$ cat config.mk
export PLATFORM = sky130hd
export DESIGN_NAME = pfc_top
export DESIGN_NICKNAME = d
export VERILOG_FILES = /design/src/pfc_pkg.sv /design/src/pfc_cfg_if.sv /design/src/pfc_spi_port.sv /design/src/pfc_clk_div.sv /design/src/pfc_top.sv
export SDC_FILE = /design/constraint.sdc
export NUM_CORES = 1
export LEC_CHECK = 0
export BUFFER_PORTS_ARGS = -buffer_cell sky130_fd_sc_hd__buf_4
export CORE_MARGIN = 5
export CORE_UTILIZATION = 37
export DETAILED_ROUTE_END_ITERATION = 10
export PLACE_DENSITY = 0.67
export SETUP_SLACK_MARGIN = 0.02
export SYNTH_ARGS = -nofsm -noshare
export SYNTH_HDL_FRONTEND = slang
export SYNTH_SLANG_ARGS = --single-unit
$ cat constraint.sdc
create_clock -name mclk_in -period 3.69 [get_ports mclk_in]
set_clock_uncertainty 0.2 [all_clocks]
set_input_delay 0.369 -clock mclk_in [delete_from_list [all_inputs] [get_ports mclk_in]]
set_output_delay 0.369 -clock mclk_in [all_outputs]
set_load 0.05 [all_outputs]
$ cat src/pfc_pkg.sv
// constants shared by the packet framing configuration block
package pfc_pkg;
   // register offsets on the serial configuration port
   localparam logic [4:0] PFC_SYNC3_OFS = 5'h16;
   localparam logic [4:0] PFC_SYNC2_OFS = 5'h17;
   localparam logic [4:0] PFC_SYNC1_OFS = 5'h18;
   localparam logic [4:0] PFC_SYNC0_OFS = 5'h19;
   localparam logic [4:0] PFC_TXSET_OFS = 5'h1a;
   localparam logic [4:0] PFC_CLKO_OFS  = 5'h1b;
   localparam logic [4:0] PFC_CODE_OFS  = 5'h1c;
   localparam logic [4:0] PFC_NODE_OFS  = 5'h1d;
   localparam logic [4:0] PFC_FMT_OFS   = 5'h1e;
   localparam logic [4:0] PFC_FIFO_OFS  = 5'h1f;
   // reset values
   localparam logic [7:0] PFC_SYNC_RST  = 8'h00;
   localparam logic [7:0] PFC_TXSET_RST = 8'h72;
   localparam logic [7:0] PFC_CLKO_RST  = 8'hbc;
   localparam logic [7:0] PFC_CODE_RST  = 8'h00;
   localparam logic [7:0] PFC_NODE_RST  = 8'h00;
   localparam logic [7:0] PFC_FMT_RST   = 8'h48;
   localparam logic [7:0] PFC_FIFO_RST  = 8'h00;
   // field positions
   localparam int PFC_INTERP_LSB  = 4;
   localparam int PFC_POWER_LSB   = 1;
   localparam int PFC_CLKO_EN_BIT = 7;
   localparam int PFC_CLKO_DIV_LSB = 2;
   localparam int PFC_MANCH_BIT   = 7;
   localparam int PFC_FORMAT_BIT  = 7;
   localparam int PFC_PREAMB_LSB  = 5;
   localparam int PFC_WHITE_BIT   = 4;
   localparam int PFC_CRC_EN_BIT  = 3;
   localparam int PFC_AFILT_LSB   = 1;
   localparam int PFC_CRC_OK_BIT  = 0;
   localparam int PFC_AUTOCLR_BIT = 7;
   localparam int PFC_STBY_RD_BIT = 6;
   // address filter modes and broadcast codes
   typedef enum logic [1:0] {
      PFC_AF_OFF  = 2'b00,
      PFC_AF_NODE = 2'b01,
      PFC_AF_N00  = 2'b10,
      PFC_AF_NALL = 2'b11
   } pfc_afilt_e;
   localparam logic [7:0] PFC_BCAST_LO = 8'h00;
   localparam logic [7:0] PFC_BCAST_HI = 8'hff;
   // serial frame: command byte then data byte
   localparam logic [4:0] PFC_CMD_BITS   = 5'h08;
   localparam logic [4:0] PFC_FRAME_BITS = 5'h10;
endpackage

$ cat src/pfc_cfg_if.sv
// register access carrier between serial port and register file
`timescale 1ns/100ps
interface pfc_cfg_if;
   logic       wr_stb;
   logic [4:0] addr;
   logic [7:0] wdata;
   logic [7:0] rdata;
   modport port (output wr_stb, output addr, output wdata, input rdata);
   modport regs (input wr_stb, input addr, input wdata, output rdata);
endinterface

$ cat src/pfc_spi_port.sv
// serial configuration port: command byte then one data byte
`timescale 1ns/100ps
module pfc_spi_port
   import pfc_pkg::*;
(
   // clock and reset
   input  wire logic mclk_in,
   input  wire logic sys_rst_in,
   // serial pins
   input  wire logic sck_in,
   input  wire logic mosi_in,
   input  wire logic cs_n_in,
   output logic      miso_out,
   output logic      miso_oe_out,
   // register side
   pfc_cfg_if.port   cfg
);
   logic [2:0] sck_q, sck_d;
   logic [1:0] cs_q, cs_d, mosi_q, mosi_d;
   logic [4:0] cnt_q, cnt_d;
   logic [7:0] rx_q, rx_d, tx_q, tx_d;
   logic [4:0] addr_q, addr_d;
   logic       rd_q, rd_d, load_q, load_d, stb_q, stb_d;
   logic       rise, fall, act;

   // two-stage synchronisers; taps past stage 2 only
   assign rise = sck_q[1] & ~sck_q[2];
   assign fall = ~sck_q[1] & sck_q[2];
   assign act  = ~cs_q[1];

   always_comb begin
      sck_d  = {sck_q[1:0], sck_in};
      cs_d   = {cs_q[0], cs_n_in};
      mosi_d = {mosi_q[0], mosi_in};
      cnt_d  = cnt_q;
      rx_d   = rx_q;
      tx_d   = tx_q;
      addr_d = addr_q;
      rd_d   = rd_q;
      load_d = 1'b0;
      stb_d  = 1'b0;
      if (!act) begin
         cnt_d = 5'h00;
         rd_d  = 1'b0;
      end else if (rise && cnt_q < PFC_FRAME_BITS) begin
         rx_d  = {rx_q[6:0], mosi_q[1]};
         cnt_d = cnt_q + 5'h01;
         if (cnt_q == PFC_CMD_BITS - 5'h01) begin
            // command byte: bit 7 read, bits 4..0 address
            rd_d   = rx_q[6];
            addr_d = {rx_q[3:0], mosi_q[1]};
            load_d = 1'b1;
         end
         if (cnt_q == PFC_FRAME_BITS - 5'h01) begin
            stb_d = ~rd_q;
         end
      end else if (fall && cnt_q > PFC_CMD_BITS) begin
         tx_d = {tx_q[6:0], 1'b0};
      end
      if (load_q) begin
         tx_d = cfg.rdata;
      end
   end

   always_ff @(posedge mclk_in) begin
      if (sys_rst_in) begin
         sck_q  <= 3'b000;
         cs_q   <= 2'b11;
         mosi_q <= 2'b00;
         cnt_q  <= 5'h00;
         rx_q   <= 8'h00;
         tx_q   <= 8'h00;
         addr_q <= 5'h00;
         rd_q   <= 1'b0;
         load_q <= 1'b0;
         stb_q  <= 1'b0;
      end else begin
         sck_q  <= sck_d;
         cs_q   <= cs_d;
         mosi_q <= mosi_d;
         cnt_q  <= cnt_d;
         rx_q   <= rx_d;
         tx_q   <= tx_d;
         addr_q <= addr_d;
         rd_q   <= rd_d;
         load_q <= load_d;
         stb_q  <= stb_d;
      end
   end

   assign cfg.wr_stb = stb_q;
   assign cfg.addr   = addr_q;
   assign cfg.wdata  = rx_q;
   assign miso_out    = tx_q[7];
   assign miso_oe_out = act & rd_q & (cnt_q >= PFC_CMD_BITS);
endmodule

$ cat src/pfc_clk_div.sv
// reference clock output divider
`timescale 1ns/100ps
module pfc_clk_div
   import pfc_pkg::*;
(
   // clock and reset
   input  wire logic       mclk_in,
   input  wire logic       sys_rst_in,
   // control
   input  wire logic       en_in,
   input  wire logic [4:0] div_in,
   // output
   output logic            clk_out
);
   logic [4:0] cnt_q, cnt_d;
   logic       tog_q, tog_d;

   // half period of div_in cycles, so period is twice div_in
   always_comb begin
      cnt_d = cnt_q + 5'h01;
      tog_d = tog_q;
      if (!en_in || div_in == 5'h00) begin
         cnt_d = 5'h00;
         tog_d = 1'b0;
      end else if (cnt_q >= div_in - 5'h01) begin
         cnt_d = 5'h00;
         tog_d = ~tog_q;
      end
   end

   always_ff @(posedge mclk_in) begin
      if (sys_rst_in) begin
         cnt_q <= 5'h00;
         tog_q <= 1'b0;
      end else begin
         cnt_q <= cnt_d;
         tog_q <= tog_d;
      end
   end

   // zero divider passes the reference itself
   assign clk_out = en_in & ((div_in == 5'h00) ? mclk_in : tog_q);
endmodule

$ cat src/pfc_top.sv
// packet framing configuration and status registers
// Operation
// - sync bytes used per sync length field
// - interpolation cutoff field, default 0111
// - power field: 13 dBm minus N steps
// - clock output enable, on by default
// - divider: zero passes, else divide 2N
// - manchester enable both directions, default off
// - fixed format: length field is payload length
// - variable: length is receive maximum only
// - eight-bit node address, default zero
// - format bit: 0 fixed, 1 variable
// - preamble one to four bytes, default three
// - whitening enable both directions, default off
// - crc enable append and check, default on
// - address filter modes off/node/+00/+00+ff
// - read-only crc pass flag
// - autoclear zero empties fifo on failure
// - standby fifo access: 0 write, 1 read
`timescale 1ns/100ps
module pfc_top
   import pfc_pkg::*;
(
   // clock and reset
   input  wire logic       mclk_in,
   input  wire logic       sys_rst_in,
   // serial configuration port
   input  wire logic       sck_in,
   input  wire logic       mosi_in,
   input  wire logic       cs_n_in,
   output logic            miso_out,
   output logic            miso_oe_out,
   // packet engine status
   input  wire logic [1:0] sync_size_in,
   input  wire logic       rx_addr_valid_in,
   input  wire logic [7:0] rx_addr_in,
   input  wire logic       crc_done_in,
   input  wire logic       crc_ok_in,
   // packet engine settings
   output logic [31:0]     sync_word_out,
   output logic [3:0]      sync_byte_used_out,
   output logic [3:0]      tx_interp_cutoff_out,
   output logic [2:0]      tx_power_step_out,
   output logic            manchester_on_out,
   output logic            whitening_on_out,
   output logic            crc_on_out,
   output logic            var_length_out,
   output logic [6:0]      tx_length_out,
   output logic            tx_length_used_out,
   output logic [6:0]      rx_length_out,
   output logic [2:0]      preamble_bytes_out,
   output logic            stby_fifo_read_out,
   // receive verdicts
   output logic            addr_verdict_out,
   output logic            addr_accept_out,
   output logic            fifo_clear_out,
   // reference clock output
   output logic            clkout_out
);
   pfc_cfg_if cfg ();

   logic [7:0] sync3_q, sync2_q, sync1_q, sync0_q;
   logic [7:0] sync3_d, sync2_d, sync1_d, sync0_d;
   logic [7:0] txset_q, txset_d, clko_q, clko_d, code_q, code_d;
   logic [7:0] node_q, node_d, fmt_q, fmt_d, fifo_q, fifo_d;
   logic       verd_q, verd_d, acc_q, acc_d, clr_q, clr_d;
   logic       hit;
   logic [7:0] rdata;

   pfc_spi_port u_port (
      .mclk_in     (mclk_in),
      .sys_rst_in  (sys_rst_in),
      .sck_in      (sck_in),
      .mosi_in     (mosi_in),
      .cs_n_in     (cs_n_in),
      .miso_out    (miso_out),
      .miso_oe_out (miso_oe_out),
      .cfg         (cfg.port)
   );

   // register writes and packet events
   always_comb begin
      sync3_d = sync3_q;
      sync2_d = sync2_q;
      sync1_d = sync1_q;
      sync0_d = sync0_q;
      txset_d = txset_q;
      clko_d  = clko_q;
      code_d  = code_q;
      node_d  = node_q;
      fmt_d   = fmt_q;
      fifo_d  = fifo_q;
      if (cfg.wr_stb) begin
         unique case (cfg.addr)
            PFC_SYNC3_OFS: sync3_d = cfg.wdata;
            PFC_SYNC2_OFS: sync2_d = cfg.wdata;
            PFC_SYNC1_OFS: sync1_d = cfg.wdata;
            PFC_SYNC0_OFS: sync0_d = cfg.wdata;
            PFC_TXSET_OFS: txset_d = cfg.wdata;
            PFC_CLKO_OFS:  clko_d  = cfg.wdata;
            PFC_CODE_OFS:  code_d  = cfg.wdata;
            PFC_NODE_OFS:  node_d  = cfg.wdata;
            // crc flag keeps its value over host writes
            PFC_FMT_OFS:   fmt_d   = {cfg.wdata[7:1],
                                      fmt_q[PFC_CRC_OK_BIT]};
            PFC_FIFO_OFS:  fifo_d  = cfg.wdata;
            default: ;
         endcase
      end
      // crc result taken at end of each packet, held until next
      if (crc_done_in) begin
         fmt_d[PFC_CRC_OK_BIT] = crc_ok_in;
      end
   end

   // address filter decision
   always_comb begin
      hit = (rx_addr_in == node_q);
      unique case (pfc_afilt_e'(fmt_q[PFC_AFILT_LSB +: 2]))
         PFC_AF_OFF:  hit = 1'b1;
         PFC_AF_NODE: hit = (rx_addr_in == node_q);
         PFC_AF_N00:  hit = (rx_addr_in == node_q) ||
                            (rx_addr_in == PFC_BCAST_LO);
         PFC_AF_NALL: hit = (rx_addr_in == node_q) ||
                            (rx_addr_in == PFC_BCAST_LO) ||
                            (rx_addr_in == PFC_BCAST_HI);
      endcase
      verd_d = rx_addr_valid_in;
      acc_d  = rx_addr_valid_in ? hit : acc_q;
      // fifo emptied on failure unless autoclear bit is set
      clr_d  = crc_done_in & crc_on_out & ~crc_ok_in &
               ~fifo_q[PFC_AUTOCLR_BIT];
   end

   always_ff @(posedge mclk_in) begin
      if (sys_rst_in) begin
         sync3_q <= PFC_SYNC_RST;
         sync2_q <= PFC_SYNC_RST;
         sync1_q <= PFC_SYNC_RST;
         sync0_q <= PFC_SYNC_RST;
         txset_q <= PFC_TXSET_RST;
         clko_q  <= PFC_CLKO_RST;
         code_q  <= PFC_CODE_RST;
         node_q  <= PFC_NODE_RST;
         fmt_q   <= PFC_FMT_RST;
         fifo_q  <= PFC_FIFO_RST;
         verd_q  <= 1'b0;
         acc_q   <= 1'b0;
         clr_q   <= 1'b0;
      end else begin
         sync3_q <= sync3_d;
         sync2_q <= sync2_d;
         sync1_q <= sync1_d;
         sync0_q <= sync0_d;
         txset_q <= txset_d;
         clko_q  <= clko_d;
         code_q  <= code_d;
         node_q  <= node_d;
         fmt_q   <= fmt_d;
         fifo_q  <= fifo_d;
         verd_q  <= verd_d;
         acc_q   <= acc_d;
         clr_q   <= clr_d;
      end
   end

   // read mux; unmapped addresses read zero
   always_comb begin
      unique case (cfg.addr)
         PFC_SYNC3_OFS: rdata = sync3_q;
         PFC_SYNC2_OFS: rdata = sync2_q;
         PFC_SYNC1_OFS: rdata = sync1_q;
         PFC_SYNC0_OFS: rdata = sync0_q;
         PFC_TXSET_OFS: rdata = txset_q;
         PFC_CLKO_OFS:  rdata = clko_q;
         PFC_CODE_OFS:  rdata = code_q;
         PFC_NODE_OFS:  rdata = node_q;
         PFC_FMT_OFS:   rdata = fmt_q;
         PFC_FIFO_OFS:  rdata = fifo_q;
         default:       rdata = 8'h00;
      endcase
   end
   assign cfg.rdata = rdata;

   // settings towards the packet engine
   assign sync_word_out = {sync3_q, sync2_q, sync1_q, sync0_q};
   assign sync_byte_used_out = {1'b1,
                                sync_size_in != 2'b00,
                                sync_size_in[1],
                                sync_size_in == 2'b11};
   assign tx_interp_cutoff_out = txset_q[PFC_INTERP_LSB +: 4];
   assign tx_power_step_out    = txset_q[PFC_POWER_LSB +: 3];
   assign manchester_on_out    = code_q[PFC_MANCH_BIT];
   assign var_length_out       = fmt_q[PFC_FORMAT_BIT];
   assign tx_length_out        = code_q[6:0];
   assign tx_length_used_out   = ~fmt_q[PFC_FORMAT_BIT];
   assign rx_length_out        = code_q[6:0];
   assign preamble_bytes_out   = {1'b0, fmt_q[PFC_PREAMB_LSB +: 2]} +
                                 3'b001;
   assign whitening_on_out     = fmt_q[PFC_WHITE_BIT];
   assign crc_on_out           = fmt_q[PFC_CRC_EN_BIT];
   assign stby_fifo_read_out   = fifo_q[PFC_STBY_RD_BIT];
   assign addr_verdict_out     = verd_q;
   assign addr_accept_out      = acc_q;
   assign fifo_clear_out       = clr_q;

   pfc_clk_div u_clkdiv (
      .mclk_in    (mclk_in),
      .sys_rst_in (sys_rst_in),
      .en_in      (clko_q[PFC_CLKO_EN_BIT]),
      .div_in     (clko_q[PFC_CLKO_DIV_LSB +: 5]),
      .clk_out    (clkout_out)
   );
endmodule

==> metrics.md <==
| Metric | Value |
|---|---|
| Worst-path clk slew | 60 ps |
| Vias | 4968 |
| Synth warn | 0 |
| Critical Path Max Stage Delay | 190 ps |
| Final nets | 747 |
| Syn Area/Cell | 9.08 sq um |
| Async set-reset flop share out of synthesis | 0 |
| CTS tree | yes |
| I/O pin count | 90 |
| Max_cap viols | 0 |
| CP Max Fanout | 2 |
| DR pass1 iterations | 5 |
| Grt total ovfl | 0 |
| CP Cell Sequence | clkbuf_16, clkbuf_16, mux2i_1, nor2b_1, buf_4 |
| Min Hold Slack | 130 ps |
| Dominant register cell in the synthesized netlist | dfxtp_1 |
| Die H | 136 microns |
| Worst path required time | 3120 ps |
| Post-route ant nets | 0 |
| Initial antenna violation count | 0 |
| Arrival @ worst endpoint | 2460 ps |
| Worst path most repeated cell | clkbuf_16 |
| Reg2Reg Setup Slack | 1010 ps |
| Core Util, Final | 0.465 |
| EDFF count, synth | 0 |
| Worst min path class | primary input to flop |
| Yosys reg bits | 125 |
| Initial drt markers | 423 |
| P&R area growth vs syn | 24.5% |
| Most common cell after layout, fill and taps aside | dfxtp_1 |
| Leak Pwr | 0.00264 uW |
| Seq/Total Area, Yosys | 0.425 |
| Actual slew at the worst max-slew pin | 936 ps |
| Die area | 18500 sq um |
| Final hold vios | 0 |
| Core area | 15800 sq um |
| Initial Util | 0.374 |
| Fraction of layout cells with a size suffix above 1 | 0.213 |
| Syn_nets | 678 |
| Worst slew margin | 0.375 |
| Resized Gates After CTS | 0 |
| Vias in the first global route | 4542 |
| GRT Overall Usage | 0.182 |
| Pins Over Slew Limit | 0 |
| Status | complete, no violations |
| GP Congestion | 0.921 |
| Unrepaired setup endpoints after global routing | false |
| Cells after Synth | 649 |
| Setup_tns | 0 ps |
| Most frequent cells in the layout | 125 x dfxtp_1, 94 x buf_4, 85 x nor2_1 |
| Global-route wire length before repair | 25.4 mm |
| Yosys cell types | 64 |
| DP HPWL | 11.8 mm |
| Remaining DRCs | 0 |
| CP Capture Type | primary output |
| Detailed-route wire length | 16.7 mm |
| Power Dens Cells | 454 nW/um^2 |
| Largest net degree at the start of global routing | 70 |
| PortBufs | 88 |
| Die X-Extent | 136 microns |
| Worst VDD drop | 0.318 mV |
| Final setup viols | 0 |
| Clk Latency, worst-skew pair | 540 ps |
| Placement Rows | 46 |
| Diode count | 0 |
| Crit-path slowest cell | buf_4 |
| Number of post-CTS setup repair buffers | 0 |
| Vias per cell | 5.25 |
| Critical path launch point type | clock port |
| Post-Synthesis Cell Area | 5890 sq um |
| Kind of critical path | clock port to primary output |
| Avg WL per Cell | 17.6 microns |
## critical path, delay by kind of cell
| kind | cells | cell delay (ps) |
|---|---|---|
| buffers and inverters | 3 | 440 |
| multiplexers | 1 | 120 |
| AND/OR/NAND/NOR | 1 | 60 |
## cells in the mapped netlist (6+ instances only)
cell | count | share of area
ha_1 | 11 | 0.023
clkbuf_1 | 27 | 0.017
xnor2_1 | 13 | 0.019
nor3b_1 | 6 | 0.0076
nand3_1 | 23 | 0.020
mux2i_1 | 70 | 0.12
and3_1 | 9 | 0.0096
inv_1 | 21 | 0.013
nand2_1 | 44 | 0.028
buf_4 | 21 | 0.027
dfxtp_1 | 125 | 0.42
a21oi_1 | 43 | 0.037
nor2_1 | 85 | 0.054
a211o_1 | 11 | 0.016
a22oi_1 | 11 | 0.014
nor3_1 | 8 | 0.0068
nor2b_1 | 18 | 0.019
## per-layer routing
layer,up-vias,share of wire,track usage
met5,-,0,0
met4,0,0.015,0.0745
met3,25,0.081,0.0603
met2,202,0.45,0.269
met1,2343,0.45,0.244
li1,2398,-,-
## logic make-up after synthesis
| kind of cell | Yosys count | share of synthesized area |
|---|---|---|
| mux | 70 | 0.119 |
| compound gates | 108 | 0.126 |
| other cells | 1 | 0.000637 |
| flops | 125 | 0.425 |
| simple gates | 241 | 0.215 |
| fa+ha+maj | 11 | 0.0234 |
| xor+xnor | 17 | 0.0253 |
| buf+inv | 76 | 0.0654 |
## where the power goes
| group | internal (uW) | leakage (uW) | switching, uW |
|---|---|---|---|
| Combinational | 36.0 | 0.00128 | 53.7 |
| Sequential | 1360 | 0.00101 | 7.06 |
| Clock | 1220 | 0.000345 | 660 |
| Total | 2610 | 0.00264 | 721 |
## registers in the layout, summed over array words and instances, names as in the netlist, 8 cells and up
register	cells
clko_q	8
code_q	8
fifo_q	8
fmt_q	8
node_q	8
sync0_q	8
sync1_q	8
sync2_q	8
sync3_q	8
txset_q	8
u_port.cfg.wdata	8
u_port.tx_q	8
## worst paths after layout
path         cells past startpoint              end                from
max                              5       clkout_out             mclk_in
min                              6  addr_accept_out       rx_addr_in[5]
max reg2reg                      5   u_port.tx_q[2]  u_port.cfg.addr[3]
min reg2reg                      1   u_port.cs_q[1]      u_port.cs_q[0]
## timing repair
item,in CTS,in global routing
setup endpoints to repair,0,0
hold endpoints to repair,7,0
hold buffers,7,0
## metrics by stage
step	instance area, sq um	instances	total power (uW)	worst slack (ps)
6_report	7330	947	3330	661
3_5_place_dp	6580	905	1480	933
4_1_cts	7330	947	3360	653
5_1_grt	7330	947	3430	596
2_1_floorplan	5890	649	1450	957
3_3_place_gp	6580	905	1480	933
## cell type report
| cell class | instances | area [sq um] |
|---|---|---|
| flip-flops and latches | 125 | 2500 |
| multi-input cells | 448 | 3000 |
| repair buffers | 101 | 788 |
| clock inverters | 14 | 170 |
| fillers | 1554 | 8440 |
| well taps | 216 | 270 |
| inverters | 21 | 78.8 |
| clock buffers | 22 | 522 |
Power figures use the tool's default switching activity.
